[src/design/efx_map.vh]
// Purpose: register offsets, fields, reset values and timing counts for the frame engine
// Assumes: APB, 32-bit data, word-aligned registers
// Notes: included by efx_mac.v only
`ifndef EFX_MAP_VH
`define EFX_MAP_VH
// ****************************************
// Register offsets
// ****************************************
`define EFX_OFF_CTRL 12'h000
`define EFX_OFF_STAT 12'h004
`define EFX_OFF_TXD 12'h008
`define EFX_OFF_RXD 12'h00c
// ****************************************
// Control fields
// ****************************************
`define EFX_B_DXFCS 0
`define EFX_B_APAD 1
`define EFX_B_ACCEPT_ALL_FRAMES 2
`define EFX_B_RPA 3
`define EFX_B_TPMODE 4
`define EFX_B_NOBCAST 5
`define EFX_B_WM_LO 8
`define EFX_B_ASTRP 10
`define EFX_CTRL_RST 32'h0000_0200
`define EFX_CTRL_MASK 32'h0000_073f
// ****************************************
// Status fields
// ****************************************
`define EFX_B_RETRY_EXHAUSTED_FLAG 0
`define EFX_B_CARRIER_LOST_FLAG 1
`define EFX_B_LATE_COLLISION_FLAG 2
`define EFX_B_HEARTBEAT_MISSING_FLAG 3
`define EFX_B_ERR 4
`define EFX_B_CRC 5
`define EFX_B_TXDONE 6
`define EFX_B_RXDONE 7
`define EFX_B_RXDEL 8
// ****************************************
// Timing and pad sizes in bits, minimum frame and length in bytes, bit and clock periods in ns
// ****************************************
`define EFX_SLOT_BITS 512
`define EFX_PAD_BITS 544
`define EFX_SQE_BITS 40
`define EFX_MAX_TRIES 16
`define EFX_MIN_FRAME 64
`define EFX_MIN_LEN 46
`define EFX_BIT_NS 100
`define EFX_CLK_NS 8
`define EFX_CLK_PER_BIT ((`EFX_BIT_NS + `EFX_CLK_NS - 1) / `EFX_CLK_NS)
`define EFX_CRC_POLY 32'h04c1_1db7
`define EFX_CRC_RESID 32'hc704_dd7b
`endif

[src/design/efx_mac.v]
// Purpose: frame-level transmit and receive engine of a 10 Mb/s MAC
// Assumes: pclk 125 MHz, bit enable divided from it; byte streams from a FIFO on tx, to a FIFO on rx
// Notes: serial line side is one bit per bit-time, MSB of each byte last (LSB first on the wire)
`include "efx_map.vh"
module efx_mac #(
  parameter CLK_PER_BIT = `EFX_CLK_PER_BIT
)(
  input wire pclk,
  input wire presetn,
  input wire psel,
  input wire penable,
  input wire pwrite,
  input wire [11:0] paddr,
  input wire [31:0] pwdata,
  output reg [31:0] prdata,
  output reg pready,
  output reg pslverr,
  input wire tx_valid,
  input wire [7:0] tx_data,
  input wire tx_last,
  input wire tx_sop,
  output reg tx_ready,
  output reg tx_rewind,
  output reg tx_commit,
  output reg tx_skip,
  output reg tx_out,
  output reg tx_en,
  input wire carrier_in,
  input wire coll_in,
  input wire rx_in,
  input wire rx_dv,
  input wire jabber_in,
  input wire link_fail_in,
  output reg [7:0] rx_data,
  output reg rx_wr,
  output reg rx_end,
  output reg rx_drop,
  output reg [1:0] rx_watermark,
  output reg fault_summary,
  output reg host_interrupt_line
);
// ****************************************
// Pin synchronisers and bit enable
// ****************************************
reg [2:0] s_crs, s_col, s_rxd, s_rdv, s_jab, s_lf;
reg crs, col, rxd, rdv, jab, lf;
reg [7:0] divc;
reg bit_en;
always @(posedge pclk or negedge presetn)
  if (!presetn)
  begin
    s_crs <= 3'h0; s_col <= 3'h0; s_rxd <= 3'h0; s_rdv <= 3'h0; s_jab <= 3'h0; s_lf <= 3'h0;
    crs <= 1'b0; col <= 1'b0; rxd <= 1'b0; rdv <= 1'b0; jab <= 1'b0; lf <= 1'b0;
    divc <= 8'h00; bit_en <= 1'b0;
  end
  else
  begin
    s_crs <= {s_crs[1:0], carrier_in};
    s_col <= {s_col[1:0], coll_in};
    s_rxd <= {s_rxd[1:0], rx_in};
    s_rdv <= {s_rdv[1:0], rx_dv};
    s_jab <= {s_jab[1:0], jabber_in};
    s_lf <= {s_lf[1:0], link_fail_in};
    // Level changes only once the two later stages agree
    if (s_crs[2] == s_crs[1]) crs <= s_crs[2];
    if (s_col[2] == s_col[1]) col <= s_col[2];
    if (s_rxd[2] == s_rxd[1]) rxd <= s_rxd[2];
    if (s_rdv[2] == s_rdv[1]) rdv <= s_rdv[2];
    if (s_jab[2] == s_jab[1]) jab <= s_jab[2];
    if (s_lf[2] == s_lf[1]) lf <= s_lf[2];
    bit_en <= (divc == CLK_PER_BIT[7:0] - 8'h01);
    divc <= (divc == CLK_PER_BIT[7:0] - 8'h01) ? 8'h00 : divc + 8'h01;
  end
// ****************************************
// CRC step, one bit, reflected input
// ****************************************
function [31:0] crc_bit;
  input [31:0] c;
  input b;
  begin
    crc_bit = {c[30:0], 1'b0} ^ ((c[31] ^ b) ? `EFX_CRC_POLY : 32'h0);
  end
endfunction
// ****************************************
// Registers
// ****************************************
reg [31:0] ctrl;
reg retry_exhausted_flag_f, carrier_lost_flag_f, late_collision_flag_f, heartbeat_missing_flag_f, crc_f, txdone_f, rxdone_f, rxdel_f;
wire dxfcs = ctrl[`EFX_B_DXFCS];
wire apad = ctrl[`EFX_B_APAD];
wire accept_all_frames = ctrl[`EFX_B_ACCEPT_ALL_FRAMES];
wire runt_accept = ctrl[`EFX_B_RPA];
wire tpm = ctrl[`EFX_B_TPMODE];
wire nobc = ctrl[`EFX_B_NOBCAST];
wire astrp = ctrl[`EFX_B_ASTRP];
wire [31:0] stat = {23'h0, rxdel_f, rxdone_f, txdone_f, crc_f, heartbeat_missing_flag_f, heartbeat_missing_flag_f, late_collision_flag_f, carrier_lost_flag_f, retry_exhausted_flag_f};
wire acc = psel & penable;
wire wr_stat = acc & pwrite & (paddr == `EFX_OFF_STAT);
// Set events from engines, one-cycle pulses
reg ev_retry_exhausted_flag, ev_carrier_lost_flag, ev_late_collision_flag, ev_heartbeat_missing_flag, ev_crc, ev_txdone, ev_rxdone, ev_rxdel;
// ****************************************
// Transmit engine
// ****************************************
localparam T_IDLE = 3'h0, T_PRE = 3'h1, T_DATA = 3'h2, T_PAD = 3'h3, T_FCS = 3'h4, T_JAM = 3'h5,
  T_SQE = 3'h6, T_FLUSH = 3'h7;
reg [2:0] ts;
reg [7:0] tsh;
reg [2:0] tbit;
reg [15:0] tbits;
reg [31:0] tcrc;
reg [4:0] tries;
reg [5:0] fcnt;
reg add_fcs, tlast, saw_crs, crs_drop, tx_collided;
reg [7:0] bw;
always @(posedge pclk or negedge presetn)
  if (!presetn)
  begin
    ts <= T_IDLE; tsh <= 8'h00; tbit <= 3'h0; tbits <= 16'h0; tcrc <= 32'hffff_ffff; tries <= 5'h0;
    fcnt <= 6'h0; add_fcs <= 1'b0; tlast <= 1'b0; saw_crs <= 1'b0; crs_drop <= 1'b0; tx_collided <= 1'b0;
    bw <= 8'h00; tx_ready <= 1'b0; tx_rewind <= 1'b0; tx_commit <= 1'b0; tx_skip <= 1'b0;
    tx_out <= 1'b0; tx_en <= 1'b0; ev_retry_exhausted_flag <= 1'b0; ev_carrier_lost_flag <= 1'b0; ev_late_collision_flag <= 1'b0; ev_heartbeat_missing_flag <= 1'b0;
    ev_txdone <= 1'b0;
  end
  else
  begin
    tx_ready <= 1'b0; tx_rewind <= 1'b0; tx_commit <= 1'b0; tx_skip <= 1'b0;
    ev_retry_exhausted_flag <= 1'b0; ev_carrier_lost_flag <= 1'b0; ev_late_collision_flag <= 1'b0; ev_heartbeat_missing_flag <= 1'b0; ev_txdone <= 1'b0;
    case (ts)
      T_IDLE:
        if (tx_valid && bit_en)
        begin
          // First preamble bit goes out here, so the count starts at one
          ts <= T_PRE; tbits <= 16'h1; tbit <= 3'h0; tcrc <= 32'hffff_ffff;
          add_fcs <= apad | ~dxfcs;
          saw_crs <= 1'b0; crs_drop <= 1'b0; tx_en <= 1'b1; tx_out <= 1'b1;
        end
      T_PRE:
        if (bit_en)
        begin
          tbits <= tbits + 16'h1;
          tx_out <= (tbits == 16'd63) ? 1'b1 : ~tx_out;
          if (tbits == 16'd63)
          begin
            ts <= T_DATA; tsh <= tx_data; tlast <= tx_last; tx_ready <= 1'b1; tbit <= 3'h0;
          end
        end
      T_DATA, T_PAD, T_FCS:
        if (bit_en)
        begin
          tbits <= tbits + 16'h1;
          if (ts == T_FCS)
          begin
            tx_out <= ~tcrc[31];
            tcrc <= {tcrc[30:0], 1'b1};
          end
          else
          begin
            tx_out <= tsh[0];
            tcrc <= crc_bit(tcrc, tsh[0]);
            tsh <= {1'b0, tsh[7:1]};
          end
          tbit <= tbit + 3'h1;
          if (tbit == 3'h7)
          begin
            if (ts == T_FCS && fcnt == 6'd3)
              ts <= T_SQE;
            else if (ts == T_FCS)
              fcnt <= fcnt + 6'h1;
            else if (ts == T_DATA && !tlast)
            begin
              tsh <= tx_data; tlast <= tx_last; tx_ready <= 1'b1;
            end
            else if (apad && tbits + 16'h1 < `EFX_PAD_BITS)
            begin
              ts <= T_PAD; tsh <= 8'h00;
            end
            else if (add_fcs)
            begin
              ts <= T_FCS; fcnt <= 6'h0;
            end
            else
              ts <= T_SQE;
          end
          if (tbits == `EFX_SLOT_BITS - 1)
            tx_commit <= 1'b1;
          if (crs) saw_crs <= 1'b1;
          else if (saw_crs) crs_drop <= 1'b1;
          if (col)
          begin
            ts <= T_JAM; bw <= 8'd32; tx_collided <= (tbits < `EFX_SLOT_BITS);
          end
        end
      T_JAM:
        if (bit_en)
        begin
          tx_out <= ~tx_out;
          bw <= bw - 8'h1;
          if (bw == 8'h1)
          begin
            tx_en <= 1'b0;
            if (!tx_collided)
            begin
              ev_late_collision_flag <= 1'b1; ts <= T_FLUSH; tries <= 5'h0;
            end
            else if (tries == `EFX_MAX_TRIES - 1)
            begin
              ev_retry_exhausted_flag <= 1'b1; ts <= T_FLUSH; tries <= 5'h0;
            end
            else
            begin
              tries <= tries + 5'h1; tx_rewind <= 1'b1; ts <= T_IDLE;
            end
          end
        end
      T_SQE:
      begin
        if (bit_en)
        begin
          if (bw == 8'h0)
          begin
            // Last bit has now stood a full bit time
            tx_en <= 1'b0; tx_out <= 1'b0;
            bw <= 8'h1; tries <= 5'h0; tx_commit <= 1'b1; ev_txdone <= 1'b1;
            if ((!tpm && (!saw_crs || crs_drop)) || (tpm && (jab || lf)))
              ev_carrier_lost_flag <= 1'b1;
            fcnt <= 6'h0;
          end
          else
          begin
            fcnt <= fcnt + 6'h1;
            if (!tpm && col)
            begin
              ts <= T_IDLE; bw <= 8'h0;
            end
            else if (tpm || fcnt == `EFX_SQE_BITS - 1)
            begin
              ev_heartbeat_missing_flag <= ~tpm | lf;
              ts <= T_IDLE; bw <= 8'h0;
            end
          end
        end
      end
      T_FLUSH:
      begin
        // Drop rest of failed frame up to next start marker
        if (tx_valid && tx_sop && !tx_ready)
        begin
          ts <= T_IDLE; bw <= 8'h0;
        end
        else if (tx_valid && !tx_ready)
          tx_skip <= 1'b1;
        tx_ready <= tx_valid & ~tx_sop & ~tx_ready;
      end
      default: ts <= T_IDLE;
    endcase
  end
// ****************************************
// Receive engine
// ****************************************
reg [15:0] rbits, rbytes, rlen;
reg [7:0] rsh;
reg [2:0] rbit;
reg [31:0] rcrc;
reg rsync, ractive, rcol, rbcast, rdv_q;
reg [7:0] rhold [0:3];
reg [2:0] rfill;
always @(posedge pclk or negedge presetn)
  if (!presetn)
  begin
    rbits <= 16'h0; rbytes <= 16'h0; rlen <= 16'hffff; rsh <= 8'h00; rbit <= 3'h0; rcrc <= 32'hffff_ffff;
    rsync <= 1'b0; ractive <= 1'b0; rcol <= 1'b0; rbcast <= 1'b1; rdv_q <= 1'b0; rfill <= 3'h0;
    rhold[0] <= 8'h0; rhold[1] <= 8'h0; rhold[2] <= 8'h0; rhold[3] <= 8'h0;
    rx_data <= 8'h00; rx_wr <= 1'b0; rx_end <= 1'b0; rx_drop <= 1'b0;
    ev_crc <= 1'b0; ev_rxdone <= 1'b0; ev_rxdel <= 1'b0;
  end
  else
  begin
    rx_wr <= 1'b0; rx_end <= 1'b0; rx_drop <= 1'b0; ev_crc <= 1'b0; ev_rxdone <= 1'b0; ev_rxdel <= 1'b0;
    if (bit_en)
    begin
      rdv_q <= rdv;
      if (rdv && !rsync)
      begin
        rsh <= {rxd, rsh[7:1]};
        if (rsh[7] && rxd)
        begin
          rsync <= 1'b1; rbit <= 3'h0; rbits <= 16'h0; rbytes <= 16'h0; rcrc <= 32'hffff_ffff;
          rcol <= 1'b0; rbcast <= 1'b1; rfill <= 3'h0; rlen <= 16'hffff;
        end
      end
      else if (rdv && rsync)
      begin
        rsh <= {rxd, rsh[7:1]};
        rcrc <= crc_bit(rcrc, rxd);
        rbits <= rbits + 16'h1;
        rbit <= rbit + 3'h1;
        if (col && rbits < `EFX_SLOT_BITS) rcol <= 1'b1;
        if (rbit == 3'h7)
        begin
          rbytes <= rbytes + 16'h1;
          if (rbytes < 16'd6 && {rxd, rsh[7:1]} != 8'hff) rbcast <= 1'b0;
          if (rbytes == 16'd12) rlen[15:8] <= {rxd, rsh[7:1]};
          if (rbytes == 16'd13) rlen[7:0] <= {rxd, rsh[7:1]};
          // Four-byte delay line so the FCS never reaches the FIFO
          rhold[0] <= {rxd, rsh[7:1]}; rhold[1] <= rhold[0]; rhold[2] <= rhold[1]; rhold[3] <= rhold[2];
          if (rfill != 3'h4) rfill <= rfill + 3'h1;
          else if (!(astrp && rlen < `EFX_MIN_LEN && rbytes >= rlen + 16'd18))
          begin
            rx_data <= rhold[3]; rx_wr <= 1'b1;
          end
        end
      end
      if (!rdv && rdv_q && rsync)
      begin
        rsync <= 1'b0; rsh <= 8'h00;
        if (rcol || (!runt_accept && rbytes < `EFX_MIN_FRAME) || (nobc && rbcast && !accept_all_frames))
        begin
          rx_drop <= 1'b1; ev_rxdel <= 1'b1;
        end
        else
        begin
          rx_end <= 1'b1; ev_rxdone <= 1'b1; ev_crc <= (rcrc != `EFX_CRC_RESID);
        end
      end
    end
  end
// ****************************************
// APB slave and status
// ****************************************
always @(posedge pclk or negedge presetn)
  if (!presetn)
  begin
    ctrl <= `EFX_CTRL_RST;
    prdata <= 32'h0; pready <= 1'b0; pslverr <= 1'b0;
    retry_exhausted_flag_f <= 1'b0; carrier_lost_flag_f <= 1'b0; late_collision_flag_f <= 1'b0; heartbeat_missing_flag_f <= 1'b0; crc_f <= 1'b0;
    txdone_f <= 1'b0; rxdone_f <= 1'b0; rxdel_f <= 1'b0;
    rx_watermark <= 2'h2; fault_summary <= 1'b0; host_interrupt_line <= 1'b0;
  end
  else
  begin
    pready <= psel & ~penable;
    pslverr <= 1'b0;
    if (psel && !penable)
    begin
      pslverr <= (paddr != `EFX_OFF_CTRL) && (paddr != `EFX_OFF_STAT) && (paddr != `EFX_OFF_TXD)
        && (paddr != `EFX_OFF_RXD);
      case (paddr)
        `EFX_OFF_CTRL: prdata <= ctrl;
        `EFX_OFF_STAT: prdata <= stat;
        `EFX_OFF_TXD: prdata <= {27'h0, tries};
        `EFX_OFF_RXD: prdata <= {16'h0000, rlen};
        default: prdata <= 32'h0;
      endcase
    end
    if (acc && pready && pwrite && paddr == `EFX_OFF_CTRL)
      ctrl <= pwdata & `EFX_CTRL_MASK;
    // Write one to clear; a same-cycle set wins
    retry_exhausted_flag_f <= ev_retry_exhausted_flag | (retry_exhausted_flag_f & ~(wr_stat & pready & pwdata[`EFX_B_RETRY_EXHAUSTED_FLAG]));
    carrier_lost_flag_f <= ev_carrier_lost_flag | (carrier_lost_flag_f & ~(wr_stat & pready & pwdata[`EFX_B_CARRIER_LOST_FLAG]));
    late_collision_flag_f <= ev_late_collision_flag | (late_collision_flag_f & ~(wr_stat & pready & pwdata[`EFX_B_LATE_COLLISION_FLAG]));
    heartbeat_missing_flag_f <= ev_heartbeat_missing_flag | (heartbeat_missing_flag_f & ~(wr_stat & pready & pwdata[`EFX_B_HEARTBEAT_MISSING_FLAG]));
    crc_f <= ev_crc | (crc_f & ~(wr_stat & pready & pwdata[`EFX_B_CRC]));
    txdone_f <= ev_txdone | (txdone_f & ~(wr_stat & pready & pwdata[`EFX_B_TXDONE]));
    rxdone_f <= ev_rxdone | (rxdone_f & ~(wr_stat & pready & pwdata[`EFX_B_RXDONE]));
    rxdel_f <= ev_rxdel | (rxdel_f & ~(wr_stat & pready & pwdata[`EFX_B_RXDEL]));
    rx_watermark <= ctrl[`EFX_B_WM_LO+1:`EFX_B_WM_LO];
    fault_summary <= heartbeat_missing_flag_f;
    // Heartbeat loss is deliberately not an interrupt source
    host_interrupt_line <= retry_exhausted_flag_f | carrier_lost_flag_f | late_collision_flag_f | crc_f | txdone_f | rxdone_f;
  end
endmodule

[config.mk]
export PLATFORM = sky130hd
export DESIGN_NAME = efx_mac
export DESIGN_NICKNAME = d
export VERILOG_FILES = /design/src/design/efx_mac.v
export VERILOG_INCLUDE_DIRS = /design/src /design/src/design
export SDC_FILE = /design/constraint.sdc
export NUM_CORES = 1
export LEC_CHECK = 0
export ABC_AREA = 1
export ABC_CLOCK_PERIOD_IN_PS = 3900
export BUFFER_PORTS_ARGS = -buffer_cell sky130_fd_sc_hd__buf_2
export CAP_MARGIN = 15
export CORE_UTILIZATION = 40
export DETAILED_ROUTE_END_ITERATION = 6
export PLACE_DENSITY = 0.59
export SKIP_LAST_GASP = 1
export SLEW_MARGIN = 25
export SYNTH_ARGS = -nofsm -noshare
export SYNTH_HDL_FRONTEND = slang
export SYNTH_SLANG_ARGS = --single-unit
[constraint.sdc]
create_clock -name pclk -period 3.9 [get_ports pclk]
set_input_delay 0.39 -clock pclk [delete_from_list [all_inputs] [get_ports pclk]]
set_output_delay 0.39 -clock pclk [all_outputs]
set_load 0.02 [all_outputs]
==> PnR_summary.wiki, run 1 <==
{| class="wikitable"
! Metric !! Value
|-
| Crit. End Element || flip-flop
|-
| Full die area || a little under 0.04 mm²
|-
| Share of Yosys cell area claimed by the top area cell type || 37.17%
|-
| Post-DRT Antenna Nets || 0
|-
| Predominant post-synthesis flop cell || sky130_fd_sc_hd__dfrtp_1
|-
| Met1 Use GR || 25.20%
|-
| Max Clock Freq || about 0.30 GHz
|-
| Core region area || 0.03767 mm²
|-
| Number of flops mapped to enable cells by yosys || 0
|-
| Via count || 11810
|-
| Fraction of final layout cells with drive strength greater than 1 || between 10% and 20%
|-
| Horizontal die dimension || a little under 200 µm
|-
| Fraction of registers with async set/reset || between 90% and 100%
|-
| M2 GR Usage || slightly below 30%
|-
| Ratio of final minimum period to clock period || between 80% and 90%
|-
| Number of unique standard cell types used by synthesis || 61
|-
| Initial antenna violation count || 0
|-
| Placed standard-cell area || 0.01618 mm²
|-
| # H-tree levels || 2
|-
| WP data required || 4.33 ns
|-
| Via-to-Cell Ratio || 4.972
|-
| Global routing met3 resource utilization || between 2 and 3%
|-
| Power density cells || 572.4 mW/mm²
|-
| Starting density of the core || 40.57%
|-
| Average footprint of a synthesized cell || a little under 9 µm²
|-
| Number of instances in the synthesized netlist || 1749
|-
| Share of total power consumed by net switching || about a third
|-
| Final Instance Area || 0.01753 mm²
|-
| Setup TNS || 0 ns
|-
| Max-slew violation count || 0
|-
| Detailed router's first-iteration violation count || 713
|-
| Sort of element at the start of the critical path || flip-flop
|-
| Clock buffers created by TritonCTS || 35
|-
| Endpoints failing setup || 0
|-
| TritonCTS clock tree || built
|-
| Class of the tightest hold or removal check || in -> reg
|-
| Total routing usage reported by global routing || 18.01%
|-
| Largest area contributor in the synthesized netlist || sky130_fd_sc_hd__dfrtp_1
|-
| RSZ-0062 raised after global routing || false
|-
| Count of endpoints failing hold in the final timing report || 0
|-
| Number of antenna cells inserted || 0
|-
| Min cycle time layout || 3.359 ns
|-
| Number of buffers on the longest clock path || 3
|-
| Most used standard cells in the synthesized netlist || sky130_fd_sc_hd__nand2_1, sky130_fd_sc_hd__inv_1, sky130_fd_sc_hd__dfrtp_1
|-
| Hold slack final || 0.06799 ns
|-
| Length of the first detailed-routing pass in iterations || 5
|-
| Synthesis-to-layout area growth || 14.69%
|-
| Largest fanout on the critical path || 17
|-
| Combinational cell fraction of total power || ~24%
|-
| IR Drop Worst-Case VDD || 0.0004434 V
|-
| Wire length per cell after detailed routing || 14.39 µm
|-
| Run status || finished clean
|-
| Placed Cells incl. Taps || 2304
|-
| Worst clock skew || 0.01491 ns
|-
| Main area contributors after synthesis || sky130_fd_sc_hd__dfrtp_1, sky130_fd_sc_hd__dfstp_2, sky130_fd_sc_hd__nand2_1
|-
| Die H || approximately 200 µm
|-
| Register bit total from synthesis || between 300 and 400
|-
| Total leakage power || 8.213 nW
|-
| Final design utilization || between 40% and 50%
|-
| CTS root buffer || sky130_fd_sc_hd__clkbuf_16
|-
| Non-filler instance count after layout || 2375
|-
| Combined area of all synthesized cells || 0.01528 mm²
|-
| Overflow after GRT || 0
|-
| Total Routed Length || 34180 µm
|-
| Count of standard-cell rows || 71
|-
| Number of buffer cells added on primary ports || 83
|-
| Reg clk slew, reported paths || 0.06 ns
|-
| Flop pwr share || 40.0%
|-
| Dpl hpwl || roughly 24000 µm
|-
| Io pins || 121
|-
| Most used routing layer in global routing || met2
|-
| Internal cell power || just under 0.007 W
|-
| Vias in the first global route || 11570
|-
| Length in cells of the worst reg-to-reg path || 17
|-
| Arrival time at the worst endpoint || approximately 3.8 ns
|-
| Total of max-cap violations || 0
|-
| Pin count of the biggest net entering global routing || 120
|-
| Most numerous cell in the Yosys netlist || sky130_fd_sc_hd__nand2_1
|-
| First-pass GRT wire length || 57370 µm
|-
| Worst reg-to-reg setup slack || 0.54 ns
|-
| Switching Power || between 0.003 and 0.004 W
|-
| Sinks on the clock net || 310
|-
| Drt drc || 0
|-
| Clk pwr share || 35.6%
|-
| Latest clock arrival within the worst-skew pair || 0.53 ns
|-
| Class of the most critical setup path || reg -> reg
|-
| Total number of yosys warnings || 0
|-
| Final Net Count || 1937
|-
| Register area share after synthesis || 51.44%
|-
| Global placer's final weighted congestion || 0.8891
|-
| Slew at the pin closest to its max-slew limit || 0.8990 ns
|-
| Headroom to the max-slew limit || between 40 and 50%
|-
| Number of inserted filler cells in the final layout || 3678
|-
| Hold path depth || 2
|}
==> cell families (layout without fill, tap and decap cells) <==
family / count (synthesis) / in the layout / share of synthesized area, %
xor gates and xnor gates: 42 / 42 / 2.407
adders and majority gates: 40 / 40 / 3.177
muxes: 20 / 20 / 1.457
other: 1 / 16 / 0.02454
and+or+nand+nor: 665 / 665 / 19.75
AOI/OAI and AO/OA: 351 / 351 / 13.19
buffers and inverters: 320 / 420 / 8.556
DFF: 310 / 310 / 51.44
==> through the flow <==
step                worst slack, ns  power, W
floorplan                    0.7449  0.005926
global placement             0.4034  0.006440
detailed placement           0.2406  0.006505
CTS                          0.2312   0.01014
global route                 0.1146   0.01068
finish                       0.5412   0.01003
==> placed cells by master, fill, tap and decap left out, types with 30 or more instances in the layout <==
cell	instances
sky130_fd_sc_hd__clkbuf_16	36
sky130_fd_sc_hd__inv_1	236
sky130_fd_sc_hd__buf_2	82
sky130_fd_sc_hd__nor2_1	167
sky130_fd_sc_hd__o21ai_0	135
sky130_fd_sc_hd__dfrtp_1	227
sky130_fd_sc_hd__nand3_1	53
sky130_fd_sc_hd__dfstp_2	83
sky130_fd_sc_hd__o22ai_1	43
sky130_fd_sc_hd__xor2_1	30
sky130_fd_sc_hd__nand2_1	316
sky130_fd_sc_hd__nor3_1	32
sky130_fd_sc_hd__ha_1	34
sky130_fd_sc_hd__a21oi_1	83
==> critical path, stage by stage (launching register included) <==
cell                      delay (ns)
sky130_fd_sc_hd__dfstp_2        0.57
sky130_fd_sc_hd__ha_1           0.19
sky130_fd_sc_hd__nand2_1        0.06
sky130_fd_sc_hd__nand2_1        0.08
sky130_fd_sc_hd__nand3_1        0.12
sky130_fd_sc_hd__nor2_1         0.17
sky130_fd_sc_hd__inv_1          0.07
sky130_fd_sc_hd__nor4_1         0.32
sky130_fd_sc_hd__nand3_1        0.14
sky130_fd_sc_hd__xor2_1         0.18
sky130_fd_sc_hd__ha_1           0.31
sky130_fd_sc_hd__a21oi_1        0.15
sky130_fd_sc_hd__o21ai_0        0.13
sky130_fd_sc_hd__a21oi_1        0.13
sky130_fd_sc_hd__nand3_1        0.09
sky130_fd_sc_hd__nand2_1        0.15
sky130_fd_sc_hd__nand3_4        0.18
sky130_fd_sc_hd__o21ai_0        0.23
==> registers in the layout, indices dropped and copies added, names as in the netlist, 5 cells and up, named ones only <==
| name | flops |
|---|---|
| tries | 5 |
| tsh | 7 |
| rhold | 32 |
| rsh | 7 |
| tcrc | 32 |
| bw | 8 |
| rbytes | 16 |
| rlen | 16 |
| ctrl | 9 |
| rbits | 16 |
| rx_data | 8 |
| tbits | 16 |
| prdata | 16 |
| divc | 8 |
| fcnt | 6 |
| rcrc | 32 |
==> power groups by stage <==
stage / clock network, W / registers (W) / logic (W)
2_1_floorplan: 0 / 0.00397 / 0.00196
3_3_place_gp: 0 / 0.00405 / 0.00239
3_5_place_dp: 0 / 0.00406 / 0.00244
4_1_cts: 0.00367 / 0.00401 / 0.00246
5_1_grt: 0.00380 / 0.00407 / 0.00282
6_report: 0.00357 / 0.00401 / 0.00245
==> path summary, 6_finish.rpt <==
check | startpoint | to
max in group asynchronous | presetn | rcrc[12]
setup / recovery | rlen[1] | rx_data[0]
setup reg to reg | rlen[1] | rx_data[0]
hold / removal | tx_sop | tx_skip
hold reg to reg | s_rxd[0] | s_rxd[1]
min in group asynchronous | presetn | tbits[15]
==> final cells by class <==
| cell class | instances | area (µm²) | share of cell area (%) |
|---|---|---|---|
| Clock buffer | 48 | 1006 | 5.740 |
| Clock inverter | 16 | 256.5 | 1.463 |
| Inverter | 254 | 953.4 | 5.440 |
| Multi-Input combinational cell | 1134 | 6187 | 35.30 |
| Sequential cell | 310 | 7861 | 44.85 |
| Tap cell | 511 | 639.4 | 3.648 |
| Timing Repair Buffer | 102 | 623.1 | 3.555 |
==> layer usage <==
metal	wire, µm	vias up
met2	15440	199
met5	0	-
met3	1297	55
met4	781	0
met1	16650	5678
li1	-	5876
==> what timing repair did <==
| item | in CTS | in global routing |
|---|---|---|
| hold endpoints to repair | 68 | 0 |
| hold buffers | 7 | 0 |
| resized for setup | 0 | 2 |
| setup endpoints to repair | 0 | 9 |
| buffers inserted | 0 | 0 |
Power figures use the tool's default switching activity.
==> inputs of run 2 (changes only) <==
Settings changed: CELL_PAD_IN_SITES_DETAIL_PLACEMENT set to 0, CELL_PAD_IN_SITES_GLOBAL_PLACEMENT set to 1, PLACE_DENSITY 0.59 to 0.73, SLEW_MARGIN 25 to 20.
==> run 2 against run 1 <==
Global-route usage grew 0.63 points. Critical path depth unchanged. Wire length rose by 2.6%. Clock skew rose by 0.0022 ns. Setup slack better by 0.012 ns. Sequential cell count unchanged. Largest cell class unchanged. Worst hold slack worse by 0.0095 ns. Via count shrank 0.40%. Utilization is 0.38 points lower. Non-clock buffer count grew 1. Die area stayed put.
==> PnR_summary.wiki, run 2 (synthesis gave the netlist of run 1 again) <==
{| class="wikitable"
! Metric !! Value
|-
| Run status || finished clean
|-
| Final Net Count || 1939 (+0.10%)
|-
| Sort of element at the start of the critical path || flip-flop
|-
| Total Routed Length || 35080 µm (+2.6%)
|-
| Sinks on the clock net || 310 (unchanged)
|-
| Slew at the pin closest to its max-slew limit || 0.8146 ns (-0.08449 ns)
|-
| Hold Crit Endpoint || tx_skip
|-
| TritonCTS clock tree || built
|-
| Count of standard-cell rows || 71 (unchanged)
|-
| Detailed router's first-iteration violation count || 681 (-4.5%)
|-
| Critical register-to-register path startpoint || rlen[1]
|-
| Setup TNS || 0 ns (unchanged)
|-
| WP data required || 4.33 ns (about the same)
|-
| Crit. End Element || flip-flop
|-
| Largest fanout on the critical path || 17 (unchanged)
|-
| Most common cell after layout, fill and taps aside || sky130_fd_sc_hd__nand2_1
|-
| Number of buffer cells added on primary ports || 83 (unchanged)
|-
| Most frequent cells in the layout || sky130_fd_sc_hd__nand2_1, sky130_fd_sc_hd__inv_1, sky130_fd_sc_hd__dfrtp_1
|-
| Drt drc || 0 (unchanged)
|-
| Max-slew violation count || 0 (unchanged)
|-
| Min cycle time layout || 3.347 ns (-0.01194 ns)
|-
| M2 GR Usage || 28.18% (-0.70 points)
|-
| IR Drop Worst-Case VDD || 0.0003531 V (-20%)
|-
| Via-to-Cell Ratio || 4.950 (-0.44%)
|-
| CP max stage delay || 0.57 ns (about the same)
|-
| Total of max-cap violations || 0 (unchanged)
|-
| Global placer's final weighted congestion || 0.8930 (+0.44%)
|-
| Headroom to the max-slew limit || 45.62% (+5.6 points)
|-
| Full die area || 0.03899 mm² (unchanged)
|-
| Initial antenna violation count || 0 (unchanged)
|-
| Dpl ws || 0.2538 ns (+0.01315 ns)
|-
| RSZ-0062 raised after global routing || false
|-
| Post-CTS setup repair buffer count || 0 (unchanged)
|-
| Power density cells || 556.2 mW/mm² (-2.8%)
|-
| Die H || 197.5 µm (unchanged)
|-
| Arrival time at the worst endpoint || 3.77 ns (-0.02 ns)
|-
| Registers with the most flip-flops || rcrc: 32 flops, rhold: 32 flops, tcrc: 32 flops
|-
| Worst Setup Slack, final || 0.5532 ns (+0.01194 ns)
|-
| Fraction of final layout cells with drive strength greater than 1 || 17.21% (-0.28 points)
|-
| Reg-to-reg critical path endpoint || rx_data[4]
|-
| Number of buffers on the longest clock path || 3 (unchanged)
|-
| Core region area || 0.03767 mm² (unchanged)
|-
| Worst clock skew || 0.01707 ns (+0.002160 ns)
|-
| Total leakage power || 8.157 nW (-0.67%)
|-
| Class of the tightest hold or removal check || in -> reg
|-
| Vias in the first global route || 11480 (-0.71%)
|-
| Length of the first detailed-routing pass in iterations || 7 (+2)
|-
| Synthesis-to-layout area growth || 13.76%
|-
| Overflow after GRT || 0 (unchanged)
|-
| Number of antenna cells inserted || 0 (unchanged)
|-
| Critical Path, Cell by Cell || ha_1, nand2_1, nand2_1, nand3_1, nor2_1, inv_1, nor4_2, nand3_1, xor2_1, ha_1, a21oi_1, o21ai_0, a21oi_1, nand3_1, nand2_1, nand3_2, o21ai_0
|-
| Startpoint of the lowest-slack hold path || tx_sop
|-
| Most used routing layer in global routing || met2
|-
| Global routing met3 resource utilization || 2.663% (+0.10 points)
|-
| Dpl hpwl || 24330 µm (+2.3%)
|-
| Total routing usage reported by global routing || 18.64% (+0.63 points)
|-
| First-pass GRT wire length || 59130 µm (+3.1%)
|-
| Horizontal die dimension || 197.5 µm (unchanged)
|-
| Endpoints failing setup || 0 (unchanged)
|-
| Reg clk slew, reported paths || 0.06 ns (about the same)
|-
| Wire length per cell after detailed routing || 14.76 µm (+2.6%)
|-
| Io pins || 121 (unchanged)
|-
| Via count || 11760 (-0.40%)
|-
| Met1 Use GR || 27.84% (+2.6 points)
|-
| CTS root buffer || sky130_fd_sc_hd__clkbuf_16
|-
| Ratio of final minimum period to clock period || 85.82% (-0.31 points)
|-
| Post-DRT Antenna Nets || 0 (unchanged)
|-
| Length in cells of the worst reg-to-reg path || 17 (unchanged)
|-
| Count of endpoints failing hold in the final timing report || 0 (unchanged)
|-
| # H-tree levels || 2 (unchanged)
|-
| Slowest stage cell on the critical path || sky130_fd_sc_hd__dfstp_2
|-
| Class of the most critical setup path || reg -> reg
|-
| Hold slack final || 0.05849 ns (-0.009500 ns)
|-
| Clock buffers created by TritonCTS || 36 (+2.9%)
|-
| Worst reg-to-reg setup slack || 0.55 ns (about the same)
|-
| Pin count of the biggest net entering global routing || 93 (-23%)
|-
| Hold path depth || 2 (unchanged)
|-
| Max Clock Freq || 0.2988 GHz (+0.36%)
|-
| Starting density of the core || 40.57% (unchanged)
|-
| Latest clock arrival within the worst-skew pair || 0.52 ns (about the same)
|}
==> run 2: cell count changes in the layout (fill, tap and decap cells not counted), sizes merged <==
cell / change
bufinv: -6
clkbuf: +8
clkinvlp: -2
buf: +1
clkinv: +2
inv: -2
==> run 2: what timing repair did <==
| action | in CTS | in global routing |
|---|---|---|
| hold endpoints to repair | 66 | 0 |
| hold buffers | 7 | 0 |
| setup endpoints to repair | 0 | 9 |
| gates resized for setup | 0 | 2 |
==> run 2: layout make-up <==
type	count	area, µm²
tap	511	639.4
inverter	254	953.4
multi-input combinational	1134	6186
sequential	310	7861
clock buffer	56	1079
clock inverter	8	48.80
timing repair buffer	103	618.1
fill	3709	20280
==> run 2: critical path: cells and delay by family, from the launching register on <==
family | cells | cell delay, ns
and+or+nand+nor | 9 | 1.24
DFF | 1 | 0.57
xor gates and xnor gates | 1 | 0.17
AOI/OAI and AO/OA | 4 | 0.67
buffers and inverters | 1 | 0.09
adders and majority gates | 2 | 0.50
==> run 2: worst max path at each step <==
stage | startpoint | to | depth (start not counted)
2_1_floorplan | rlen[1] | rx_data[0] | 18
3_3_place_gp | rlen[1] | rx_data[2] | 17
3_5_place_dp | rlen[1] | rx_data[3] | 17
4_1_cts | rlen[1] | rx_data[4] | 17
5_1_grt | rlen[1] | rx_data[4] | 17
6_report | rlen[1] | rx_data[4] | 17
==> run 2: power by group <==
group / switching [W] / total, W / internal (W) / leakage [nW]
combinational: 0.00168 / 0.00246 / 0.000780 / 3.76
clock: 0.00129 / 0.00319 / 0.00190 / 0.555
sequential: 0.000276 / 0.00401 / 0.00374 / 3.85
==> run 2: per-stage QoR <==
| step | utilization [%] | cells | cell area [µm²] | total power, W |
|---|---|---|---|---|
| 3_5_place_dp | 42.95 | 2305 | 16180 | 0.006526 |
| 6_report | 46.16 | 2376 | 17390 | 0.009670 |
| 2_1_floorplan | - | 1764 | 15340 | 0.005926 |
| 4_1_cts | 46.13 | 2376 | 17370 | 0.009795 |
| 5_1_grt | 46.16 | 2376 | 17390 | 0.01035 |
| 3_3_place_gp | 42.95 | 2305 | 16180 | 0.006493 |
==> run 2: metal layers <==
metal | part of all wire (%) | vias to the layer above
met2 | 44 | 230
met5 | 0 | -
met3 | 4.0 | 51
li1 | - | 5895
met1 | 50 | 5585
met4 | 1.8 | 0
==> inputs of run 3 (changes only) <==
Settings changed: ABC_AREA 1 to unset, CORE_UTILIZATION 40 to 47, PLACE_DENSITY 0.73 to 0.81.
==> run 3 against run 2 <==
The flow now finishes with violations (DRC). Synthesized cell count shrank 17%. Critical endpoint is now rx_data[2]. Via count shrank 6.3%. Design area shrank 3.0%. Highest routed layer unchanged. First-iteration DRC count grew 7.3%. Critical path depth shrank 3. Worst hold slack gained 0.042 ns. Sequential cell count is the same.
==> PnR_summary.wiki, run 3 <==
{| class="wikitable"
! Metric !! Value
|-
| Clock buffers created by TritonCTS || 35 (-2.8%)
|-
| Total leakage power || 7.680 nW (-5.8%)
|-
| Run status || finished, violations left
|-
| Fraction of final layout cells with drive strength greater than 1 || 20.47% (+3.3 points)
|-
| Global placer's final weighted congestion || 0.8615 (-3.5%)
|-
| Class of the most critical setup path || reg -> reg
|-
| Violated checks || DRC
|-
| CTS root buffer || sky130_fd_sc_hd__clkbuf_16
|-
| Slew at the pin closest to its max-slew limit || 1.019 ns (+0.2044 ns)
|-
| Number of unique standard cell types used by synthesis || 72 (+18%)
|-
| Detailed router's first-iteration violation count || 731 (+7.3%)
|-
| Max Clock Freq || 0.2934 GHz (-1.8%)
|-
| Number of buffers on the longest clock path || 3 (unchanged)
|-
| Total routing usage reported by global routing || 20.80% (+2.2 points)
|-
| Register area share after synthesis || 53.07% (+1.6 points)
|-
| Final Net Count || 1636 (-16%)
|-
| Synthesis-to-layout area growth || 13.81% (about the same)
|-
| Length of the first detailed-routing pass in iterations || 7 (unchanged)
|-
| IR Drop Worst-Case VDD || 0.0002983 V (-16%)
|-
| Hold slack final || 0.1003 ns (+0.04184 ns)
|-
| Total number of yosys warnings || 0 (unchanged)
|-
| Largest area contributor in the synthesized netlist || sky130_fd_sc_hd__dfrtp_1
|-
| Most used standard cells in the synthesized netlist || sky130_fd_sc_hd__dfrtp_1, sky130_fd_sc_hd__nor2_1, sky130_fd_sc_hd__nand2_1
|-
| Number of gates resized after CTS || 0 (unchanged)
|-
| Overflow after GRT || 0 (unchanged)
|-
| First-pass GRT wire length || 55590 µm (-6.0%)
|-
| Flop pwr share || 47.2% (+5.7 points)
|-
| Internal cell power || 0.005761 W (-10%)
|-
| Class of the tightest hold or removal check || in -> reg
|-
| Latest clock arrival within the worst-skew pair || 0.51 ns (about the same)
|-
| Most numerous cell in the Yosys netlist || sky130_fd_sc_hd__dfrtp_1
|-
| Horizontal die dimension || 179.5 µm (-9.1%)
|-
| Total Routed Length || 32810 µm (-6.5%)
|-
| Ratio of final minimum period to clock period || 87.39% (+1.6 points)
|-
| Worst clock skew || 0.01987 ns (+0.002808 ns)
|-
| Register bit total from synthesis || 310 (unchanged)
|-
| Core region area || 0.03083 mm² (-18%)
|-
| Endpoints failing setup || 0 (unchanged)
|-
| Most common cell after layout, fill and taps aside || sky130_fd_sc_hd__dfrtp_1
|-
| Combined area of all synthesized cells || 0.01481 mm² (-3.1%)
|-
| Dpl hpwl || 21950 µm (-9.8%)
|-
| Non-filler instance count after layout || 1959 (-18%)
|-
| Clk pwr share || 43.0% (+10 points)
|-
| Initial antenna violation count || 0 (unchanged)
|-
| Starting density of the core || 48.05% (+7.5 points)
|-
| Total of max-cap violations || 0 (unchanged)
|-
| Count of standard-cell rows || 64 (-9.9%)
|-
| Placed standard-cell area || 0.01562 mm² (-3.5%)
|-
| TritonCTS clock tree || built
|-
| Power density cells || 454.6 mW/mm² (-18%)
|-
| Share of Yosys cell area claimed by the top area cell type || 38.34% (+1.2 points)
|-
| Min cycle time layout || 3.408 ns (+0.06145 ns)
|-
| Setup TNS || 0 ns (unchanged)
|-
| # H-tree levels || 2 (unchanged)
|-
| Wire length per cell after detailed routing || 16.75 µm (+13%)
|-
| Io pins || 121 (unchanged)
|-
| Post-DRT Antenna Nets || 0 (unchanged)
|-
| Final Instance Area || 0.01686 mm² (-3.0%)
|-
| Most frequent cells in the layout || sky130_fd_sc_hd__dfrtp_1, sky130_fd_sc_hd__nor2_1, sky130_fd_sc_hd__nand2_1
|-
| Drt drc || 8 (+8)
|-
| Crit. End Element || flip-flop
|-
| Power Total || 0.007664 W (-21%)
|-
| Number of inserted filler cells in the final layout || 2690 (-27%)
|-
| Count of endpoints failing hold in the final timing report || 0 (unchanged)
|-
| Predominant post-synthesis flop cell || sky130_fd_sc_hd__dfrtp_1
|-
| Switching Power || 0.001903 W (-42%)
|-
| RSZ-0062 raised after global routing || false
|-
| Number of flops mapped to enable cells by yosys || 0 (unchanged)
|-
| Main area contributors after synthesis || sky130_fd_sc_hd__dfrtp_1, sky130_fd_sc_hd__dfstp_2, sky130_fd_sc_hd__nor2_1
|-
| WP data required || 4.29 ns (-0.04 ns)
|-
| Vias in the first global route || 10820 (-5.7%)
|-
| Die H || 179.5 µm (-9.1%)
|-
| Sinks on the clock net || 310 (unchanged)
|-
| Pin count of the biggest net entering global routing || 98 (+5.4%)
|-
| Max-slew violation count || 0 (unchanged)
|-
| Largest fanout on the critical path || 9 (-8)
|-
| Via count || 11020 (-6.3%)
|-
| Number of antenna cells inserted || 0 (unchanged)
|-
| Placed Cells incl. Taps || 1888 (-18%)
|-
| Combinational cell fraction of total power || 9.8% (-16 points)
|-
| Reg clk slew, reported paths || 0.06 ns (about the same)
|-
| Via-to-Cell Ratio || 5.624 (+14%)
|-
| Arrival time at the worst endpoint || 3.80 ns (+0.03 ns)
|-
| Full die area || 0.03223 mm² (-17%)
|-
| Number of buffer cells added on primary ports || 83 (unchanged)
|-
| Number of instances in the synthesized netlist || 1459 (-17%)
|-
| Fraction of registers with async set/reset || 100.0% (unchanged)
|-
| Sort of element at the start of the critical path || flip-flop
|-
| Headroom to the max-slew limit || 31.82% (-14 points)
|-
| Average footprint of a synthesized cell || 10.15 µm² (+16%)
|-
| Share of total power consumed by net switching || 24.83% (-8.8 points)
|-
| Registers with the most flip-flops || rcrc: 32 flops, rhold: 32 flops, tcrc: 32 flops
|}
==> run 3: changes by cell type after synthesis, moves of 13 or more <==
cell | previous run | this run
sky130_fd_sc_hd__inv_1 | 236 | 22
sky130_fd_sc_hd__nand2_1 | 316 | 155
sky130_fd_sc_hd__o21ai_0 | 135 | 83
sky130_fd_sc_hd__mux2_2 | 18 | 54
sky130_fd_sc_hd__clkbuf_1 | 28 | 63
sky130_fd_sc_hd__o22ai_1 | 43 | 8
sky130_fd_sc_hd__xnor2_1 | 12 | 43
sky130_fd_sc_hd__o22a_1 | 0 | 19
sky130_fd_sc_hd__inv_2 | 18 | 0
sky130_fd_sc_hd__a21o_1 | 2 | 18
sky130_fd_sc_hd__nor2_2 | 16 | 0
sky130_fd_sc_hd__nor2_1 | 167 | 180
==> run 3: cell type report <==
class,instances,area (µm²),area share (%)
sequential,310,7861,46.63
inverter,22,82.58,0.4898
clock inverter,10,115.1,0.6827
timing repair buffer,115,708.2,4.200
clock buffer,54,1059,6.278
tap,396,495.5,2.939
multi-input combinational,1052,6539,38.78
==> run 3: what timing repair did <==
item / in CTS / in global routing
endpoints found under the hold margin: 77 / 0
hold buffers: 7 / 0
buffers inserted: 0 / 0
==> run 3: power groups by stage <==
stage | Combinational (W) | Clock [W] | Sequential (W)
2_1_floorplan | 0.000553 | 0 | 0.00360
3_3_place_gp | 0.000734 | 0 | 0.00366
3_5_place_dp | 0.000749 | 0 | 0.00367
4_1_cts | 0.000760 | 0.00339 | 0.00361
5_1_grt | 0.000850 | 0.00351 | 0.00364
6_report | 0.000751 | 0.00330 | 0.00362
==> run 3: logic make-up after synthesis <==
group,after synthesis,synth area share (%)
AOI/OAI and AO/OA,301,12.88
xor gates and xnor gates,76,4.493
adders and majority gates,40,3.277
buffers and inverters,112,3.269
DFF,310,53.07
muxes,68,5.481
other,1,0.02531
and+or+nand+nor,551,17.51
==> run 3: worst max-delay path, cell delays in order, from the launching register on <==
cell and delay [ns]:
sky130_fd_sc_hd__dfstp_2 0.58, sky130_fd_sc_hd__ha_1 0.19, sky130_fd_sc_hd__a21oi_1 0.13, sky130_fd_sc_hd__nor3_1 0.40, sky130_fd_sc_hd__nand3_1 0.14, sky130_fd_sc_hd__xor2_1 0.16
sky130_fd_sc_hd__ha_1 0.29, sky130_fd_sc_hd__nand4_1 0.15, sky130_fd_sc_hd__nor2_1 0.21, sky130_fd_sc_hd__nand2_1 0.08, sky130_fd_sc_hd__o21ai_0 0.08, sky130_fd_sc_hd__a311oi_1 0.09
sky130_fd_sc_hd__o31ai_2 0.21, sky130_fd_sc_hd__buf_4 0.22, sky130_fd_sc_hd__mux2_2 0.35
==> run 3: final timing paths <==
check / slack [ns] / start / to / depth (start not counted)
worst max-delay path: 0.49 / rlen[1] / rx_data[2] / 14
min in group asynchronous: 0.49 / presetn / prdata[10] / 2
worst min-delay path: 0.10 / pwdata[1] / ctrl[1] / 3
worst min register to register: 0.35 / s_lf[0] / s_lf[1] / 0
max in group asynchronous: 2.29 / presetn / tsh[5] / 3
worst max register to register: 0.49 / rlen[1] / rx_data[2] / 14
==> run 3: per-stage QoR <==
step / utilization (%) / setup WS, ns
finish: 54.69 / 0.4917
global route: 54.69 / 0.2465
CTS: 54.69 / 0.4806
detailed placement: 50.65 / 0.6072
global placement: 50.65 / 0.6855
floorplan: - / 0.7523
==> run 3: routing by layer <==
| metal | vias to the layer above | part of all wire (%) | GRT usage (%) | wire length, µm |
|---|---|---|---|---|
| met4 | 0 | 2.6 | 6.793 | 845 |
| li1 | 5298 | - | - | - |
| met1 | 5438 | 46 | 28.16 | 14950 |
| met2 | 225 | 48 | 34.72 | 15830 |
| met3 | 56 | 3.6 | 2.715 | 1180 |
| met5 | - | 0 | 0 | 0 |
